`config.mk`:
```
export PLATFORM = sky130hd
export DESIGN_NAME = pdcp_device_flat
export DESIGN_NICKNAME = d
export VERILOG_FILES = /design/src/design/pdcp_pkg.sv /design/src/design/pdcp_if.sv /design/src/design/pdcp_device.sv /design/src/flat_wrapper.sv
export SDC_FILE = /design/constraint.sdc
export NUM_CORES = 1
export LEC_CHECK = 0
export ABC_AREA = 1
export BUFFER_PORTS_ARGS = -buffer_cell sky130_fd_sc_hd__buf_2
export CAP_MARGIN = 20
export CELL_PAD_IN_SITES_DETAIL_PLACEMENT = 2
export CELL_PAD_IN_SITES_GLOBAL_PLACEMENT = 2
export CORE_AREA = 2 2 221 223
export DETAILED_ROUTE_END_ITERATION = 8
export DIE_AREA = 0 0 223 225
export PLACE_DENSITY_LB_ADDON = 0.12
export SYNTH_ARGS = -nofsm -noshare
export SYNTH_HDL_FRONTEND = slang
export SYNTH_SLANG_ARGS = --single-unit
export TNS_END_PERCENT = 100
```
`constraint.sdc`:
```
create_clock -name I_CORE_CLK -period 3.36 [get_ports I_CORE_CLK]
set_clock_uncertainty 0.2 [all_clocks]
set_input_delay 0.504 -clock I_CORE_CLK [delete_from_list [all_inputs] [get_ports I_CORE_CLK]]
set_output_delay 0.504 -clock I_CORE_CLK [all_outputs]
set_load 0.1 [all_outputs]
```
`src/design/pdcp_pkg.sv`:
```
package pdcp_pkg;
   // output clock indices
   localparam int NUM_OUT = 4;
   localparam int OUT_THIRD = 2;
   localparam int OUT_FOURTH = 3;
   localparam int BUS_AW = 5;
   localparam int BUS_DW = 8;
   // device setting registers
   localparam logic [4:0] REG_DIV_BASE = 5'h00;
   localparam logic [4:0] REG_FBDIV = 5'h04;
   localparam logic [4:0] REG_CTRL = 5'h05;
   localparam logic [4:0] REG_STATUS = 5'h06;
   localparam logic [4:0] REG_FBCNT = 5'h07;
   localparam logic [4:0] REG_PHASE_BASE = 5'h08;
   localparam int CTRL_SRC = 0;
   localparam int CTRL_SEL = 1;
   localparam int CTRL_DIR = 3;
   localparam int CTRL_STEP = 4;
   localparam int ST_LOCK = 0;
   localparam int ST_REFSEL = 1;
   localparam int ST_STANDBY = 2;
   localparam int ST_SRC = 3;
   localparam logic [7:0] DIV_RESET = 8'h03;
   localparam logic [7:0] FBDIV_RESET = 8'h07;
   localparam logic [7:0] CTRL_RESET = 8'h00;
   // lock acquisition time, rounded up to core cycles
   localparam int T_LOCK_NS = 4000;
   localparam int CORE_CLK_MHZ = 25;
   localparam int LOCK_CYCLES_DEF = (T_LOCK_NS * CORE_CLK_MHZ + 999) / 1000;
   localparam int BUS_HALF_DEF = 6;
   // device input sync vector positions
   localparam int IN_REF_A = 0;
   localparam int IN_REF_B = 1;
   localparam int IN_BCLK = 2;
   localparam int IN_STB = 3;
   localparam int IN_WE = 4;
   localparam int IN_BRST = 5;
   localparam int IN_STEP = 6;
   localparam int IN_DIR = 7;
   localparam int IN_SEL = 8;
   localparam int IN_STBY = 10;
   localparam int IN_LRST = 11;
   localparam int IN_MRST = 12;
   localparam int IN_CRST = 13;
   localparam int IN_DRST = 14;
   localparam int IN_REFSEL = 15;
   localparam int IN_EN = 16;
   localparam int IN_ADDR = 20;
   localparam int IN_WDATA = 25;
   localparam int IN_W = 33;
   // host registers
   localparam logic [3:0] HREG_ADDR = 4'h0;
   localparam logic [3:0] HREG_WDATA = 4'h1;
   localparam logic [3:0] HREG_CMD = 4'h2;
   localparam logic [3:0] HREG_RDATA = 4'h3;
   localparam logic [3:0] HREG_PHASE = 4'h4;
   localparam logic [3:0] HREG_CTRL = 4'h5;
   localparam logic [3:0] HREG_ENABLE = 4'h6;
   localparam logic [3:0] HREG_STATUS = 4'h7;
   localparam int HS_ACK = 0;
   localparam int HS_LOCK = 1;
   localparam int HS_SRC = 2;
   localparam int HS_RDATA = 3;
   localparam int HS_W = 11;
   typedef enum logic [1:0] {
      BUS_IDLE = 2'b01,
      BUS_WAIT = 2'b10
   } pdcp_bus_state_type;
endpackage

```
`src/design/pdcp_if.sv`:
```
interface pdcp_if;
   logic       cfg_bus_clk;
   logic       cfg_bus_reset;
   logic       cfg_bus_strobe;
   logic       cfg_bus_write_en;
   logic [4:0] cfg_bus_addr;
   logic [7:0] cfg_bus_wdata;
   logic [7:0] cfg_bus_rdata;
   logic       cfg_bus_ack;
   logic [1:0] phase_target_select;
   logic       phase_direction;
   logic       phase_step_toggle;
   logic       standby_request;
   logic       loop_reset;
   logic       loop_reset_with_fbdiv;
   logic       third_div_reset;
   logic       fourth_div_reset;
   logic       ref_source_switch;
   logic [3:0] out_enable;
   logic       lock;
   logic       phase_source_flag;
   modport device (
      input  cfg_bus_clk, cfg_bus_reset, cfg_bus_strobe, cfg_bus_write_en,
      input  cfg_bus_addr, cfg_bus_wdata, phase_target_select, phase_direction,
      input  phase_step_toggle, standby_request, loop_reset, loop_reset_with_fbdiv,
      input  third_div_reset, fourth_div_reset, ref_source_switch, out_enable,
      output cfg_bus_rdata, cfg_bus_ack, lock, phase_source_flag
   );
   modport host (
      output cfg_bus_clk, cfg_bus_reset, cfg_bus_strobe, cfg_bus_write_en,
      output cfg_bus_addr, cfg_bus_wdata, phase_target_select, phase_direction,
      output phase_step_toggle, standby_request, loop_reset, loop_reset_with_fbdiv,
      output third_div_reset, fourth_div_reset, ref_source_switch, out_enable,
      input  cfg_bus_rdata, cfg_bus_ack, lock, phase_source_flag
   );
endinterface

```
`src/design/pdcp_device.sv`:
```
//  Behaviour
// phase offset static at reset or dynamic
// feedback output step drops lock for lock time
// run-time switch between two reference clocks
// dividers writable at run time over bus
// far end provides the bus access block
// bus setting write drops lock for lock time
// two-bit select picks the stepped output
// direction input chooses advance or retard
// each step toggle moves exactly one step
// lock high while locked, receiver synchronises
// flag shows ports or bus phase source
// standby powers the loop down
// loop reset keeps feedback divider
// second reset also clears feedback divider
// third and fourth divider resets only
// each output gated by own enable
// bus reset keeps setting registers
// bus clock, strobe, write, address, data
// ack ends each access, strobe held till ack
// one primary, three secondary shiftable outputs
// read data valid together with ack
// far end waits for lock before use
//
// Local design decisions: strobed register access and the address map.
module pdcp_device #(
   parameter int          LOCK_CYCLES  = pdcp_pkg::LOCK_CYCLES_DEF,
   parameter int          FB_OUTPUT    = 0,
   parameter logic [31:0] STATIC_PHASE = 32'h00000000
) (
   // core clock, reset, enable
   input  wire logic I_CORE_CLK,
   input  wire logic I_SRST,
   input  wire logic I_CE,
   // alternative reference clocks
   input  wire logic I_REF_CLK_A,
   input  wire logic I_REF_CLK_B,
   // control and configuration link
   pdcp_if.device    PLL_IF,
   // output clocks
   output wire logic O_PRIMARY_CLK_OUT,
   output wire logic O_SECONDARY_CLK_OUT,
   output wire logic O_THIRD_CLK_OUT,
   output wire logic O_FOURTH_CLK_OUT
);
   import pdcp_pkg::*;

   if (LOCK_CYCLES < 1 || LOCK_CYCLES > 65535 || FB_OUTPUT < 0 || FB_OUTPUT >= NUM_OUT)
   begin : g_bad_param
      $error("pdcp_device: parameter out of range");
   end

   typedef struct packed {
      logic [IN_W-1:0]            in_meta;
      logic [IN_W-1:0]            in_sync;
      logic [IN_W-1:0]            in_prev;
      logic [NUM_OUT-1:0][7:0]    div;
      logic [7:0]                 fbdiv;
      logic [7:0]                 ctrl;
      logic [NUM_OUT-1:0][7:0]    phase_off;
      logic [NUM_OUT-1:0][7:0]    cnt;
      logic [NUM_OUT-1:0]         ph;
      logic [7:0]                 fb_cnt;
      logic [15:0]                lock_cnt;
      logic                       lock;
      logic [NUM_OUT-1:0]         clk_out;
      logic                       ack;
      logic [7:0]                 rdata;
   } pdcp_dev_state_type;

   pdcp_dev_state_type state_reg;
   pdcp_dev_state_type state_next;
   logic [IN_W-1:0]    in_raw;

   // one divider step up or down, wrapping with a half-period toggle
   function automatic logic [8:0] step_fn(input logic p, input logic [7:0] c,
                                          input logic [7:0] d, input logic up);
      logic [8:0] r;
      r = {p, c};
      if (up) begin
         if (c >= d) r = {~p, 8'h00};
         else r = {p, c + 8'h01};
      end else begin
         if (c == 8'h00) r = {~p, d};
         else r = {p, c - 8'h01};
      end
      return r;
   endfunction

   // read decode of the setting map
   function automatic logic [7:0] read_fn(input pdcp_dev_state_type s, input logic [4:0] a);
      logic [7:0] r;
      r = 8'h00;
      if (a < REG_FBDIV) r = s.div[a[1:0]];
      else if (a == REG_FBDIV) r = s.fbdiv;
      else if (a == REG_CTRL) r = {3'h0, 1'b0, s.ctrl[3:0]};
      else if (a == REG_STATUS) begin
         r[ST_LOCK]    = s.lock;
         r[ST_REFSEL]  = s.in_sync[IN_REFSEL];
         r[ST_STANDBY] = s.in_sync[IN_STBY];
         r[ST_SRC]     = s.ctrl[CTRL_SRC];
      end else if (a == REG_FBCNT) r = s.fb_cnt;
      else if (a >= REG_PHASE_BASE && a < REG_PHASE_BASE + 5'h04) r = s.phase_off[a[1:0]];
      return r;
   endfunction

   // every link input is asynchronous to the core clock
   assign in_raw = {PLL_IF.cfg_bus_wdata, PLL_IF.cfg_bus_addr, PLL_IF.out_enable,
                    PLL_IF.ref_source_switch, PLL_IF.fourth_div_reset,
                    PLL_IF.third_div_reset, PLL_IF.loop_reset_with_fbdiv,
                    PLL_IF.loop_reset, PLL_IF.standby_request,
                    PLL_IF.phase_target_select, PLL_IF.phase_direction,
                    PLL_IF.phase_step_toggle, PLL_IF.cfg_bus_reset,
                    PLL_IF.cfg_bus_write_en, PLL_IF.cfg_bus_strobe,
                    PLL_IF.cfg_bus_clk, I_REF_CLK_B, I_REF_CLK_A};

   // next-state logic
   always_comb begin
      logic [IN_W-1:0] sy;
      logic [IN_W-1:0] pv;
      logic            ref_edge;
      logic            bus_edge;
      logic            running;
      logic            disturb;
      logic            step_evt;
      logic [1:0]      step_sel;
      logic            step_dir;
      logic [4:0]      addr;
      logic [7:0]      wd;
      logic [8:0]      r;
      sy = state_reg.in_sync;
      pv = state_reg.in_prev;
      addr = sy[IN_ADDR +: 5];
      wd = sy[IN_WDATA +: 8];
      disturb = 1'b0;
      step_evt = 1'b0;
      step_sel = sy[IN_SEL +: 2];
      step_dir = sy[IN_DIR];
      r = 9'h000;
      state_next = state_reg;
      state_next.in_meta = in_raw;
      state_next.in_sync = state_reg.in_meta;
      state_next.in_prev = sy;
      // ref mux, the reference-select primitive
      ref_edge = sy[IN_REFSEL] ? (sy[IN_REF_B] & ~pv[IN_REF_B])
                               : (sy[IN_REF_A] & ~pv[IN_REF_A]);
      bus_edge = sy[IN_BCLK] & ~pv[IN_BCLK];
      running = ~sy[IN_STBY] & ~sy[IN_LRST] & ~sy[IN_MRST];
      if (sy[IN_REFSEL] != pv[IN_REFSEL]) disturb = 1'b1;
      // configuration bus: bus reset leaves settings alone
      if (sy[IN_BRST]) begin
         state_next.ack = 1'b0;
         state_next.rdata = 8'h00;
      end else if (bus_edge) begin
         if (sy[IN_STB] && !state_reg.ack) begin
            state_next.ack = 1'b1;
            if (sy[IN_WE]) begin
               if (addr < REG_FBDIV) begin
                  state_next.div[addr[1:0]] = wd;
                  disturb = 1'b1;
               end else if (addr == REG_FBDIV) begin
                  state_next.fbdiv = wd;
                  disturb = 1'b1;
               end else if (addr == REG_CTRL) begin
                  state_next.ctrl = {4'h0, wd[3:0]};
                  if (wd[CTRL_STEP] && wd[CTRL_SRC]) begin
                     step_evt = 1'b1;
                     step_sel = wd[CTRL_SEL +: 2];
                     step_dir = wd[CTRL_DIR];
                  end
               end
            end else begin
               state_next.rdata = read_fn(state_reg, addr);
            end
         end else begin
            state_next.ack = 1'b0;
         end
      end
      // port steps count only while the ports own the phase control
      if (!state_reg.ctrl[CTRL_SRC] && (sy[IN_STEP] != pv[IN_STEP])) begin
         step_evt = 1'b1;
      end
      // output dividers advance on each reference edge while running
      for (int i = 0; i < NUM_OUT; i++) begin
         if (running && ref_edge) begin
            r = step_fn(state_next.ph[i], state_next.cnt[i], state_reg.div[i], 1'b1);
            state_next.ph[i] = r[8];
            state_next.cnt[i] = r[7:0];
         end
         if (running && step_evt && step_sel == i[1:0]) begin
            r = step_fn(state_next.ph[i], state_next.cnt[i], state_reg.div[i], step_dir);
            state_next.ph[i] = r[8];
            state_next.cnt[i] = r[7:0];
            state_next.phase_off[i] = step_dir ? state_reg.phase_off[i] + 8'h01
                                               : state_reg.phase_off[i] - 8'h01;
            if (i == FB_OUTPUT) disturb = 1'b1;
         end
      end
      // feedback divider
      if (running && ref_edge) begin
         state_next.fb_cnt = (state_reg.fb_cnt >= state_reg.fbdiv) ? 8'h00
                                                                   : state_reg.fb_cnt + 8'h01;
      end
      // loop resets restart the output dividers at their static phase
      if (sy[IN_LRST] || sy[IN_MRST]) begin
         for (int i = 0; i < NUM_OUT; i++) begin
            state_next.cnt[i] = STATIC_PHASE[i*8 +: 8];
            state_next.ph[i] = 1'b0;
            state_next.phase_off[i] = STATIC_PHASE[i*8 +: 8];
         end
      end
      if (sy[IN_MRST]) state_next.fb_cnt = 8'h00;
      // these two touch their own divider only
      if (sy[IN_CRST]) begin
         state_next.cnt[OUT_THIRD] = 8'h00;
         state_next.ph[OUT_THIRD] = 1'b0;
      end
      if (sy[IN_DRST]) begin
         state_next.cnt[OUT_FOURTH] = 8'h00;
         state_next.ph[OUT_FOURTH] = 1'b0;
      end
      // lock counter restarts on any disturbance
      if (disturb || !running) begin
         state_next.lock_cnt = 16'h0000;
      end else if (state_reg.lock_cnt < 16'(LOCK_CYCLES)) begin
         state_next.lock_cnt = state_reg.lock_cnt + 16'h0001;
      end
      state_next.lock = (state_next.lock_cnt == 16'(LOCK_CYCLES));
      // gating from flops keeps the outputs glitch free
      for (int i = 0; i < NUM_OUT; i++) begin
         state_next.clk_out[i] = state_next.ph[i] & sy[IN_EN + i] & ~sy[IN_STBY];
      end
   end

   // state register, frozen while the clock enable is low
   always_ff @(posedge I_CORE_CLK) begin
      if (I_SRST) begin
         state_reg <= '0;
         for (int i = 0; i < NUM_OUT; i++) begin
            state_reg.div[i] <= DIV_RESET;
            state_reg.cnt[i] <= STATIC_PHASE[i*8 +: 8];
            state_reg.phase_off[i] <= STATIC_PHASE[i*8 +: 8];
         end
         state_reg.fbdiv <= FBDIV_RESET;
         state_reg.ctrl <= CTRL_RESET;
      end else if (I_CE) begin
         state_reg <= state_next;
      end
   end

   // outputs
   assign PLL_IF.cfg_bus_ack = state_reg.ack;
   assign PLL_IF.cfg_bus_rdata = state_reg.rdata;
   assign PLL_IF.lock = state_reg.lock;
   assign PLL_IF.phase_source_flag = state_reg.ctrl[CTRL_SRC];
   assign O_PRIMARY_CLK_OUT = state_reg.clk_out[0];
   assign O_SECONDARY_CLK_OUT = state_reg.clk_out[1];
   assign O_THIRD_CLK_OUT = state_reg.clk_out[2];
   assign O_FOURTH_CLK_OUT = state_reg.clk_out[3];

endmodule // pdcp_device

```
`src/flat_wrapper.sv`:
```
// flat-port wrapper written by rule: the top's interface ports become plain ports
module pdcp_device_flat import pdcp_pkg::*;
#(
   parameter int          LOCK_CYCLES  = pdcp_pkg::LOCK_CYCLES_DEF,
   parameter int          FB_OUTPUT    = 0,
   parameter logic [31:0] STATIC_PHASE = 32'h00000000
)
  (I_CORE_CLK, I_SRST, I_CE, I_REF_CLK_A, I_REF_CLK_B, O_PRIMARY_CLK_OUT, O_SECONDARY_CLK_OUT, O_THIRD_CLK_OUT, O_FOURTH_CLK_OUT, PLL_IF_cfg_bus_clk, PLL_IF_cfg_bus_reset, PLL_IF_cfg_bus_strobe, PLL_IF_cfg_bus_write_en, PLL_IF_cfg_bus_addr, PLL_IF_cfg_bus_wdata, PLL_IF_phase_target_select, PLL_IF_phase_direction, PLL_IF_phase_step_toggle, PLL_IF_standby_request, PLL_IF_loop_reset, PLL_IF_loop_reset_with_fbdiv, PLL_IF_third_div_reset, PLL_IF_fourth_div_reset, PLL_IF_ref_source_switch, PLL_IF_out_enable, PLL_IF_cfg_bus_rdata, PLL_IF_cfg_bus_ack, PLL_IF_lock, PLL_IF_phase_source_flag);
  pdcp_if PLL_IF_i ();
  input  wire logic I_CORE_CLK;
  input  wire logic I_SRST;
  input  wire logic I_CE;
  input  wire logic I_REF_CLK_A;
  input  wire logic I_REF_CLK_B;
  output wire logic O_PRIMARY_CLK_OUT;
  output wire logic O_SECONDARY_CLK_OUT;
  output wire logic O_THIRD_CLK_OUT;
  output wire logic O_FOURTH_CLK_OUT;
  input wire logic [$bits(PLL_IF_i.cfg_bus_clk)-1:0] PLL_IF_cfg_bus_clk;
  input wire logic [$bits(PLL_IF_i.cfg_bus_reset)-1:0] PLL_IF_cfg_bus_reset;
  input wire logic [$bits(PLL_IF_i.cfg_bus_strobe)-1:0] PLL_IF_cfg_bus_strobe;
  input wire logic [$bits(PLL_IF_i.cfg_bus_write_en)-1:0] PLL_IF_cfg_bus_write_en;
  input wire logic [$bits(PLL_IF_i.cfg_bus_addr)-1:0] PLL_IF_cfg_bus_addr;
  input wire logic [$bits(PLL_IF_i.cfg_bus_wdata)-1:0] PLL_IF_cfg_bus_wdata;
  input wire logic [$bits(PLL_IF_i.phase_target_select)-1:0] PLL_IF_phase_target_select;
  input wire logic [$bits(PLL_IF_i.phase_direction)-1:0] PLL_IF_phase_direction;
  input wire logic [$bits(PLL_IF_i.phase_step_toggle)-1:0] PLL_IF_phase_step_toggle;
  input wire logic [$bits(PLL_IF_i.standby_request)-1:0] PLL_IF_standby_request;
  input wire logic [$bits(PLL_IF_i.loop_reset)-1:0] PLL_IF_loop_reset;
  input wire logic [$bits(PLL_IF_i.loop_reset_with_fbdiv)-1:0] PLL_IF_loop_reset_with_fbdiv;
  input wire logic [$bits(PLL_IF_i.third_div_reset)-1:0] PLL_IF_third_div_reset;
  input wire logic [$bits(PLL_IF_i.fourth_div_reset)-1:0] PLL_IF_fourth_div_reset;
  input wire logic [$bits(PLL_IF_i.ref_source_switch)-1:0] PLL_IF_ref_source_switch;
  input wire logic [$bits(PLL_IF_i.out_enable)-1:0] PLL_IF_out_enable;
  output wire logic [$bits(PLL_IF_i.cfg_bus_rdata)-1:0] PLL_IF_cfg_bus_rdata;
  output wire logic [$bits(PLL_IF_i.cfg_bus_ack)-1:0] PLL_IF_cfg_bus_ack;
  output wire logic [$bits(PLL_IF_i.lock)-1:0] PLL_IF_lock;
  output wire logic [$bits(PLL_IF_i.phase_source_flag)-1:0] PLL_IF_phase_source_flag;
  assign PLL_IF_i.cfg_bus_clk = PLL_IF_cfg_bus_clk;
  assign PLL_IF_i.cfg_bus_reset = PLL_IF_cfg_bus_reset;
  assign PLL_IF_i.cfg_bus_strobe = PLL_IF_cfg_bus_strobe;
  assign PLL_IF_i.cfg_bus_write_en = PLL_IF_cfg_bus_write_en;
  assign PLL_IF_i.cfg_bus_addr = PLL_IF_cfg_bus_addr;
  assign PLL_IF_i.cfg_bus_wdata = PLL_IF_cfg_bus_wdata;
  assign PLL_IF_i.phase_target_select = PLL_IF_phase_target_select;
  assign PLL_IF_i.phase_direction = PLL_IF_phase_direction;
  assign PLL_IF_i.phase_step_toggle = PLL_IF_phase_step_toggle;
  assign PLL_IF_i.standby_request = PLL_IF_standby_request;
  assign PLL_IF_i.loop_reset = PLL_IF_loop_reset;
  assign PLL_IF_i.loop_reset_with_fbdiv = PLL_IF_loop_reset_with_fbdiv;
  assign PLL_IF_i.third_div_reset = PLL_IF_third_div_reset;
  assign PLL_IF_i.fourth_div_reset = PLL_IF_fourth_div_reset;
  assign PLL_IF_i.ref_source_switch = PLL_IF_ref_source_switch;
  assign PLL_IF_i.out_enable = PLL_IF_out_enable;
  assign PLL_IF_cfg_bus_rdata = PLL_IF_i.cfg_bus_rdata;
  assign PLL_IF_cfg_bus_ack = PLL_IF_i.cfg_bus_ack;
  assign PLL_IF_lock = PLL_IF_i.lock;
  assign PLL_IF_phase_source_flag = PLL_IF_i.phase_source_flag;
  pdcp_device #(.LOCK_CYCLES(LOCK_CYCLES), .FB_OUTPUT(FB_OUTPUT), .STATIC_PHASE(STATIC_PHASE)) u_core (.I_CORE_CLK(I_CORE_CLK), .I_SRST(I_SRST), .I_CE(I_CE), .I_REF_CLK_A(I_REF_CLK_A), .I_REF_CLK_B(I_REF_CLK_B), .PLL_IF(PLL_IF_i), .O_PRIMARY_CLK_OUT(O_PRIMARY_CLK_OUT), .O_SECONDARY_CLK_OUT(O_SECONDARY_CLK_OUT), .O_THIRD_CLK_OUT(O_THIRD_CLK_OUT), .O_FOURTH_CLK_OUT(O_FOURTH_CLK_OUT));
endmodule
```
# --- Word-level counts from Yosys, hierarchy flattened ---
# Index checks and enable logic that the tools add are counted.
word_totals:
  ff_bits: 232
  inputBits: 36
  output_inout_bits: 15
op_classes:
  add_sub_neg: 22
  order_cmp: 15
  n_eq_ne: 11
  muxes: 103
  bitwise_logic: 30
  reduce_logical: 38
ops:
  columns: ["cell", "n"]
  rows:
  - ["$mux 8", 31]
  - ["$mux 9", 18]
  - ["$add 8x1->8 const B", 13]
  - ["$ge 8x8->1", 9]
  - ["$mux 68", 1]
  - ["$sub 8x1->8 const B", 8]
  - ["$mux 1", 37]
  - ["$bmux 8 s2", 2]
  - ["$bwmux 32", 1]
  - ["$logic_not 8->1", 4]
  - ["$mux 16", 2]
  - ["$eq 5x3->1 const B", 4]
  - ["$not 1->1", 17]
  - ["$add 16x1->16 const B", 1]
  - ["$demux 8 s2", 1]
  - ["$eq 16x7->1 const B", 1]
  - ["$lt 16x7->1 const B", 1]
  - ["$mux 2", 8]
  - ["$reduce_bool 2->1", 7]
  - ["$and 1x1->1", 13]
  - ["$reduce_and 2->1", 6]
  - ["$logic_and 1x1->1", 11]
  - ["$mux 4", 2]
  - ["$reduce_and 8->1", 1]
  - ["15 further kinds", 20]

# --- Depth between registers and ports, before layout ---
logic_depth:
  ltp_word: 17
  ltp_mapped: 32
  ltp_nobuf: 32

# --- Worst setup path before layout ---
# No wires, ideal clock.
synth_path:
  path_type: "reg2reg"
  start: "register u_core.state_reg, in the netlist u_core.PLL_IF.cfg_bus_ack"
  end: "register u_core.state_reg[97] (netlist name)"
  setup_ns: 0.070
  arrival_time_ns: 3.601
  setup_slack_ns: -0.511
  path_stages_with_launch: 22
  path_buffers: 1
  period_less_slack_ns: 3.871
  path_cell_list: "dfxtp_1 -> inv_1 -> nand2_1 -> inv_1 -> nand2_1 -> nor2_1 -> nand3_4 -> inv_2 -> o21ai_2 -> buf_2 -> ha_1 -> a21oi_1 -> nor2_1 -> nor2_1 -> nor2_1 -> o21ai_0 -> nand2_1 -> a21oi_1 -> o21ba_2 -> xor2_1 -> nand2_1 -> a21oi_1"
synth_between:
  elab_chain_len: 10
  elab_cells_between_ends: 20
synth_rtl:
  columns: ["element", "line_no", "rtl"]
  rows:
  - ["start: declaration", "pdcp_device.sv:71", "pdcp_dev_state_type state_reg;"]
  - ["start signal: assignment", "pdcp_device.sv:247", "state_reg <= state_next;"]
  - ["$logic_not 1->1 *", "pdcp_device.sv:155", "if (sy[IN_STB] && !state_reg.ack) begin"]
  - ["$logic_and 1x1->1 *", "pdcp_device.sv:155", null]
  - ["$mux 1", "pdcp_device.sv:155", null]
  - ["$mux 1", "pdcp_device.sv:154", "end else if (bus_edge) begin"]
  - ["$mux 1", "pdcp_device.sv:151", "if (sy[IN_BRST]) begin"]
  - ["$mux 1", "pdcp_device.sv:180", "if (!state_reg.ctrl[CTRL_SRC] && (sy[IN_STEP] != pv[IN_STEP])) begin"]
  - ["$logic_and 1x1->1 (2 in a row)", "pdcp_device.sv:190", "if (running && step_evt && step_sel == i[1:0]) begin"]
  - ["$reduce_bool 2->1 (no line)", null, null]
  - ["$reduce_and 2->1 (no line)", null, null]
# Mark *: on every way between the ends. The rest lies on a longest branch, timed or not. The select of a mux whose other input is x is not followed.
# A chain may end at the register's enable or synchronous reset.

# --- Final worst setup path ---
layout_path:
  start: "register u_core.state_reg[143] (netlist name)"
  end: "register u_core.state_reg, in the netlist u_core.O_THIRD_CLK_OUT"
layout_between:
  elab_chain_len: 11
  elab_cells_between_ends: 15
layout_rtl:
  columns: ["element", "line_no", "rtl"]
  rows:
  - ["$ge 8x8->1", "pdcp_device.sv:81", "if (c >= d) r = {~p, 8'h00};"]
  - ["$mux 9", "pdcp_device.sv:81", null]
  - ["$mux 8 or $mux 1 (tied branches)", "pdcp_device.sv:185", "if (running && ref_edge) begin"]
  - ["$ge 8x8->1 (tied with other cells)", "pdcp_device.sv:81", null]
  - ["$mux 9, on equally long branches", "pdcp_device.sv:81, pdcp_device.sv:84", null]
  - ["$mux 9", "pdcp_device.sv:80", "if (up) begin"]
  - ["$mux 1 *", "pdcp_device.sv:190", null]
  - ["$mux 68 *", "pdcp_device.sv:205", "if (sy[IN_LRST] || sy[IN_MRST]) begin"]
  - ["$mux 1 *", "pdcp_device.sv:214", "if (sy[IN_CRST]) begin"]
  - ["$and 1x1->1 * (2 in a row)", "pdcp_device.sv:231", "state_next.clk_out[i] = state_next.ph[i] & sy[IN_EN + i] & ~sy[IN_STBY];"]
# Mark *: on every way between the ends. The rest lies on a longest branch, timed or not.

==> tab_implementation.tex <==
\begin{tabular}{lr}
\hline
Metric & Value \\
\hline
\multicolumn{2}{l}{\textbf{Run status}} \\
\quad Status & finished, violations left \\
\quad Violated checks & setup timing \\
\multicolumn{2}{l}{\textbf{Synth}} \\
\quad Fraction of synthesized cell area taken by the top area cell type & 29.26\% \\
\quad Commonest register cell after synthesis & dfxtp\_1 \\
\quad Cell type with the highest aggregate area in the netlist & dfxtp\_1 \\
\quad Share of async-settable or async-resettable flops after synthesis & 0\% \\
\quad Mapped cell area & around 0.015 mm² \\
\quad Synthesized area per cell & 6.577 µm² \\
\quad Seq/Total Area, Yosys & 29.26\% \\
\quad Synth top area cells & dfxtp\_1 29\%, nand2\_1 13\%, ha\_1 9.4\% \\
\quad Number of warnings reported in the yosys synthesis log & 0 \\
\quad Net count after synthesis & 2453 \\
\quad Post-synth EDFFs & 0 \\
\quad Number of different library cells in the post-synthesis netlist & 56 \\
\quad Number of synthesized register bits & approximately 220 \\
\quad Cells after Synth & approximately 2300 \\
\multicolumn{2}{l}{\textbf{Pwr}} \\
\quad Switching Share & 33.67\% \\
\quad Pwr/cell area & 401.7 mW/mm² \\
\quad Net switching power of the design & 2.733 mW \\
\quad Overall power & 8.117 mW \\
\quad Clock power share & 40.0\% \\
\quad Cell internal pwr & 5.384 mW \\
\quad IR drop worst, VDD & 0.4098 mV \\
\quad Leak & 9.196 nW \\
\quad Sequential fraction of design power & 34.7\% \\
\quad Combinational fraction of design power & 25.2\% \\
\multicolumn{2}{l}{\textbf{Finish}} \\
\quad Most common cell after layout, fill and taps aside & nand2\_1 \\
\quad Total number of nets in the final design & about 2700 \\
\quad Ratio of cells with drive above 1 in the final layout & between 20 and 30\% \\
\quad Layout overhead on the synthesized area & 33.66\% \\
\quad Cell area after layout & approximately 0.02 mm² \\
\quad Non-Filler Instances & between 3000 and 4000 \\
\quad Ant. Diodes & 0 \\
\quad Max reg flops & 140 \\
\quad Total of fill cells in the finished design & $\sim$5600 \\
\quad Final Util & between 40\% and 50\% \\
\quad Commonest cells after routing, fill and taps aside & 456 x nand2\_1, 245 x buf\_4, 224 x inv\_1 \\
\multicolumn{2}{l}{\textbf{GRT}} \\
\quad Antenna violations before repair & 0 \\
\quad Global routing usage summed across all routing layers & 26.95\% \\
\quad Vias in the first global route & 18741 \\
\quad First-pass GRT wire length & 105900 µm \\
\quad Remaining global-route overflow & 0 \\
\quad Largest net degree at the start of global routing & 125 \\
\multicolumn{2}{l}{\textbf{Drt}} \\
\quad DR vias & about 17000 \\
\quad Number of antenna-violating nets in the routed design & 0 \\
\quad DRC violation count after routing & 0 \\
\quad Post-DR wirelength/cell & 22.27 µm \\
\quad Drt via density & 5.367 \\
\quad Detailed Route WL & 71940 µm \\
\quad Router iterations before antenna repair & 5 \\
\quad First-iteration detailed-routing DRC count & 760 \\
\multicolumn{2}{l}{\textbf{Flow run}} \\
\quad Count of max-cap constraint violations & 0 \\
\multicolumn{2}{l}{\textbf{Placed design}} \\
\quad Port Buf Inserts & 50 \\
\quad Final GP Congestion & 0.8595 \\
\quad Dpl ws & -0.1636 ns \\
\quad Cell area after placement & 0.01749 mm² \\
\quad HPWL reported at the end of detailed placement & 50590 µm \\
\quad Cell Count Post-Placement & 3106 \\
\multicolumn{2}{l}{\textbf{Setup path}} \\
\quad Required time of the critical path & 3.66 ns \\
\quad Crit Path Class & register to register \\
\quad Worst Path Max Fanout & 5 \\
\quad Element type at the critical path end & register \\
\quad Worst EP arrival & around 3.8 ns \\
\quad Startpoint kind of the worst setup timing path & register \\
\multicolumn{2}{l}{\textbf{Timing}} \\
\quad Crit share post-route & 102.9\% \\
\quad Total of endpoints with negative setup slack in the final report & 8 \\
\quad Maximum clock rate & 0.2892 GHz \\
\quad Transition at the pin with the smallest max-transition slack & 1.188 ns \\
\quad Headroom to the max-slew limit & 20.83\% \\
\quad Final number of hold-violating endpoints & 0 \\
\quad Fin. max-slew vios & 0 \\
\quad Sum of negative setup slack & -0.3419 ns \\
\quad Least setup slack across all paths after layout & -0.09799 ns \\
\quad Minimum clock period & 3.458 ns \\
\quad Unrepaired setup endpoints after global routing & true \\
\quad Worst Hold Slack & 0.02254 ns \\
\multicolumn{2}{l}{\textbf{CTS}} \\
\quad CTS buffer count & 29 \\
\quad Clock slew seen by the registers of the worst setup and hold paths & 0.06 ns \\
\quad Latest clock arrival within the worst-skew pair & between 0.5 and 0.6 ns \\
\quad TritonCTS clock tree & done \\
\quad Maximum level of the CTS H-tree & 1 \\
\quad Clk buf depth & 3 \\
\quad Number of sinks driven by the clock tree & 221 \\
\quad Buffer type at the clock tree root & clkbuf\_16 \\
\multicolumn{2}{l}{\textbf{Floorplanning}} \\
\quad Starting density of the core & 31.80\% \\
\quad \# IOs & 51 \\
\quad Area enclosed by the die boundary & 0.05018 mm² \\
\quad Overall die width & 223 µm \\
\quad Vertical die dimension & approximately 230 µm \\
\quad Number of rows created at floorplan & 80 \\
\quad Floorplan core area & 0.04755 mm² \\
\multicolumn{2}{l}{\textbf{Min path}} \\
\quad HP Class & primary input to register \\
\hline
\end{tabular}
-- cells by family (layout without fill, tap and decap cells) --
group	count (synthesis)	in the layout	share of synthesized area, %
and+or+nand+nor	997	997	28.46
AOI/OAI and AO/OA	555	556	20.14
buffers and inverters	367	683	9.798
DFF	221	221	29.26
adders and majority gates	118	118	9.964
xor gates and xnor gates	41	41	2.375
-- final cells by class --
| cell class | count | area [µm²] | share of cell area [%] |
|---|---|---|---|
| multi-input cells | 1712 | 10160 | 50.28 |
| flip-flops and latches | 221 | 4472 | 22.13 |
| repair buffers | 346 | 2733 | 13.52 |
| inverters | 283 | 1091 | 5.399 |
| clock buffers | 36 | 782.0 | 3.870 |
| well taps | 615 | 769.5 | 3.808 |
| clock inverters | 18 | 200.2 | 0.9907 |
-- worst paths after layout --
check	start	endpoint	slack, ns	cells after the start
setup reg to reg	u_core.state_reg[143]$_SDFFE_PP0P_	u_core.O_THIRD_CLK_OUT$_SDFFE_PP0P_	-0.1	22
setup / recovery	u_core.state_reg[143]$_SDFFE_PP0P_	u_core.O_THIRD_CLK_OUT$_SDFFE_PP0P_	-0.1	22
hold / removal	PLL_IF_cfg_bus_addr[1]	u_core.state_next[208]$_SDFFE_PP0P_	0.02	3
hold reg to reg	u_core.state_next[171]$_SDFFE_PP0P_	u_core.state_next[171]$_SDFFE_PP0P_	0.26	2
-- per-layer routing --
metal  global-route usage, %  wire length [µm]  vias to the layer above  share of wire, %
met5                       0                 0                        -                 0
met4                   6.950              2153                        0               3.0
met3                   2.907              2420                      123               3.4
met2                   49.15             36080                      323                50
met1                   33.71             31290                     8693                43
li1                        -                 -                     8203                 -
-- synthesized netlist by cell type (2+ instances only) --
master and number:
nand2_4 2, nand2_1 506, a211oi_1 9, a41oi_1 2, o21ai_1 9, nand3_4 2, nor2_1 231, o21ai_0 196
o21ai_2 4, o221ai_1 7, nand3_2 8, inv_1 260, a21oi_2 3, fa_1 4, nand3_1 151, a21oi_1 248
a31oi_1 3, o31ai_1 3, nand3b_1 5, xnor2_1 5, nand2_2 21, nor2_2 10, buf_4 9, buf_2 5
clkbuf_1 61, xor2_1 36, ha_1 114, o21a_1 5, clkinv_1 3, nand4_1 28, inv_2 20, nor2_4 6
a31o_2 2, nor3_1 13, o211ai_1 27, o22ai_1 18, o21bai_1 6, buf_6 7, o21ba_2 2, dfxtp_1 221
o2111ai_1 2, or2_2 11
-- timing repair --
action,CTS,global route
pin swaps,5,93
buffers inserted,6,34
hold buffers,29,0
setup endpoints to repair,38,47
endpoints found under the hold margin,29,0
gates cloned,1,2
resized for setup,45,240
-- critical path: stages, from the launching register on --
cell	delay (ns)
dfxtp_1	0.35
inv_1	0.11
ha_1	0.36
nand2_1	0.08
nor2_1	0.25
nand2_4	0.12
nand2_4	0.10
nand2_4	0.08
nand3_2	0.11
inv_2	0.08
ha_4	0.23
a21oi_2	0.15
o21ai_2	0.08
nand2_2	0.07
o211ai_1	0.08
a21oi_1	0.16
nand2_2	0.12
buf_6	0.15
nand3_2	0.07
nand2_2	0.07
nand2_4	0.09
nand3_4	0.08
a21oi_2	0.16
-- power groups by stage --
stage / Clock (mW) / Combinational [mW] / Sequential (mW)
4_1_cts: 3.32 / 1.84 / 2.81
5_1_grt: 3.43 / 2.26 / 2.83
6_report: 3.25 / 2.05 / 2.82
3_5_place_dp: 0 / 1.77 / 2.87
2_1_floorplan: 0 / 1.08 / 2.84
3_3_place_gp: 0 / 1.69 / 2.86
Note: power is estimated with default switching activity, not from simulation.
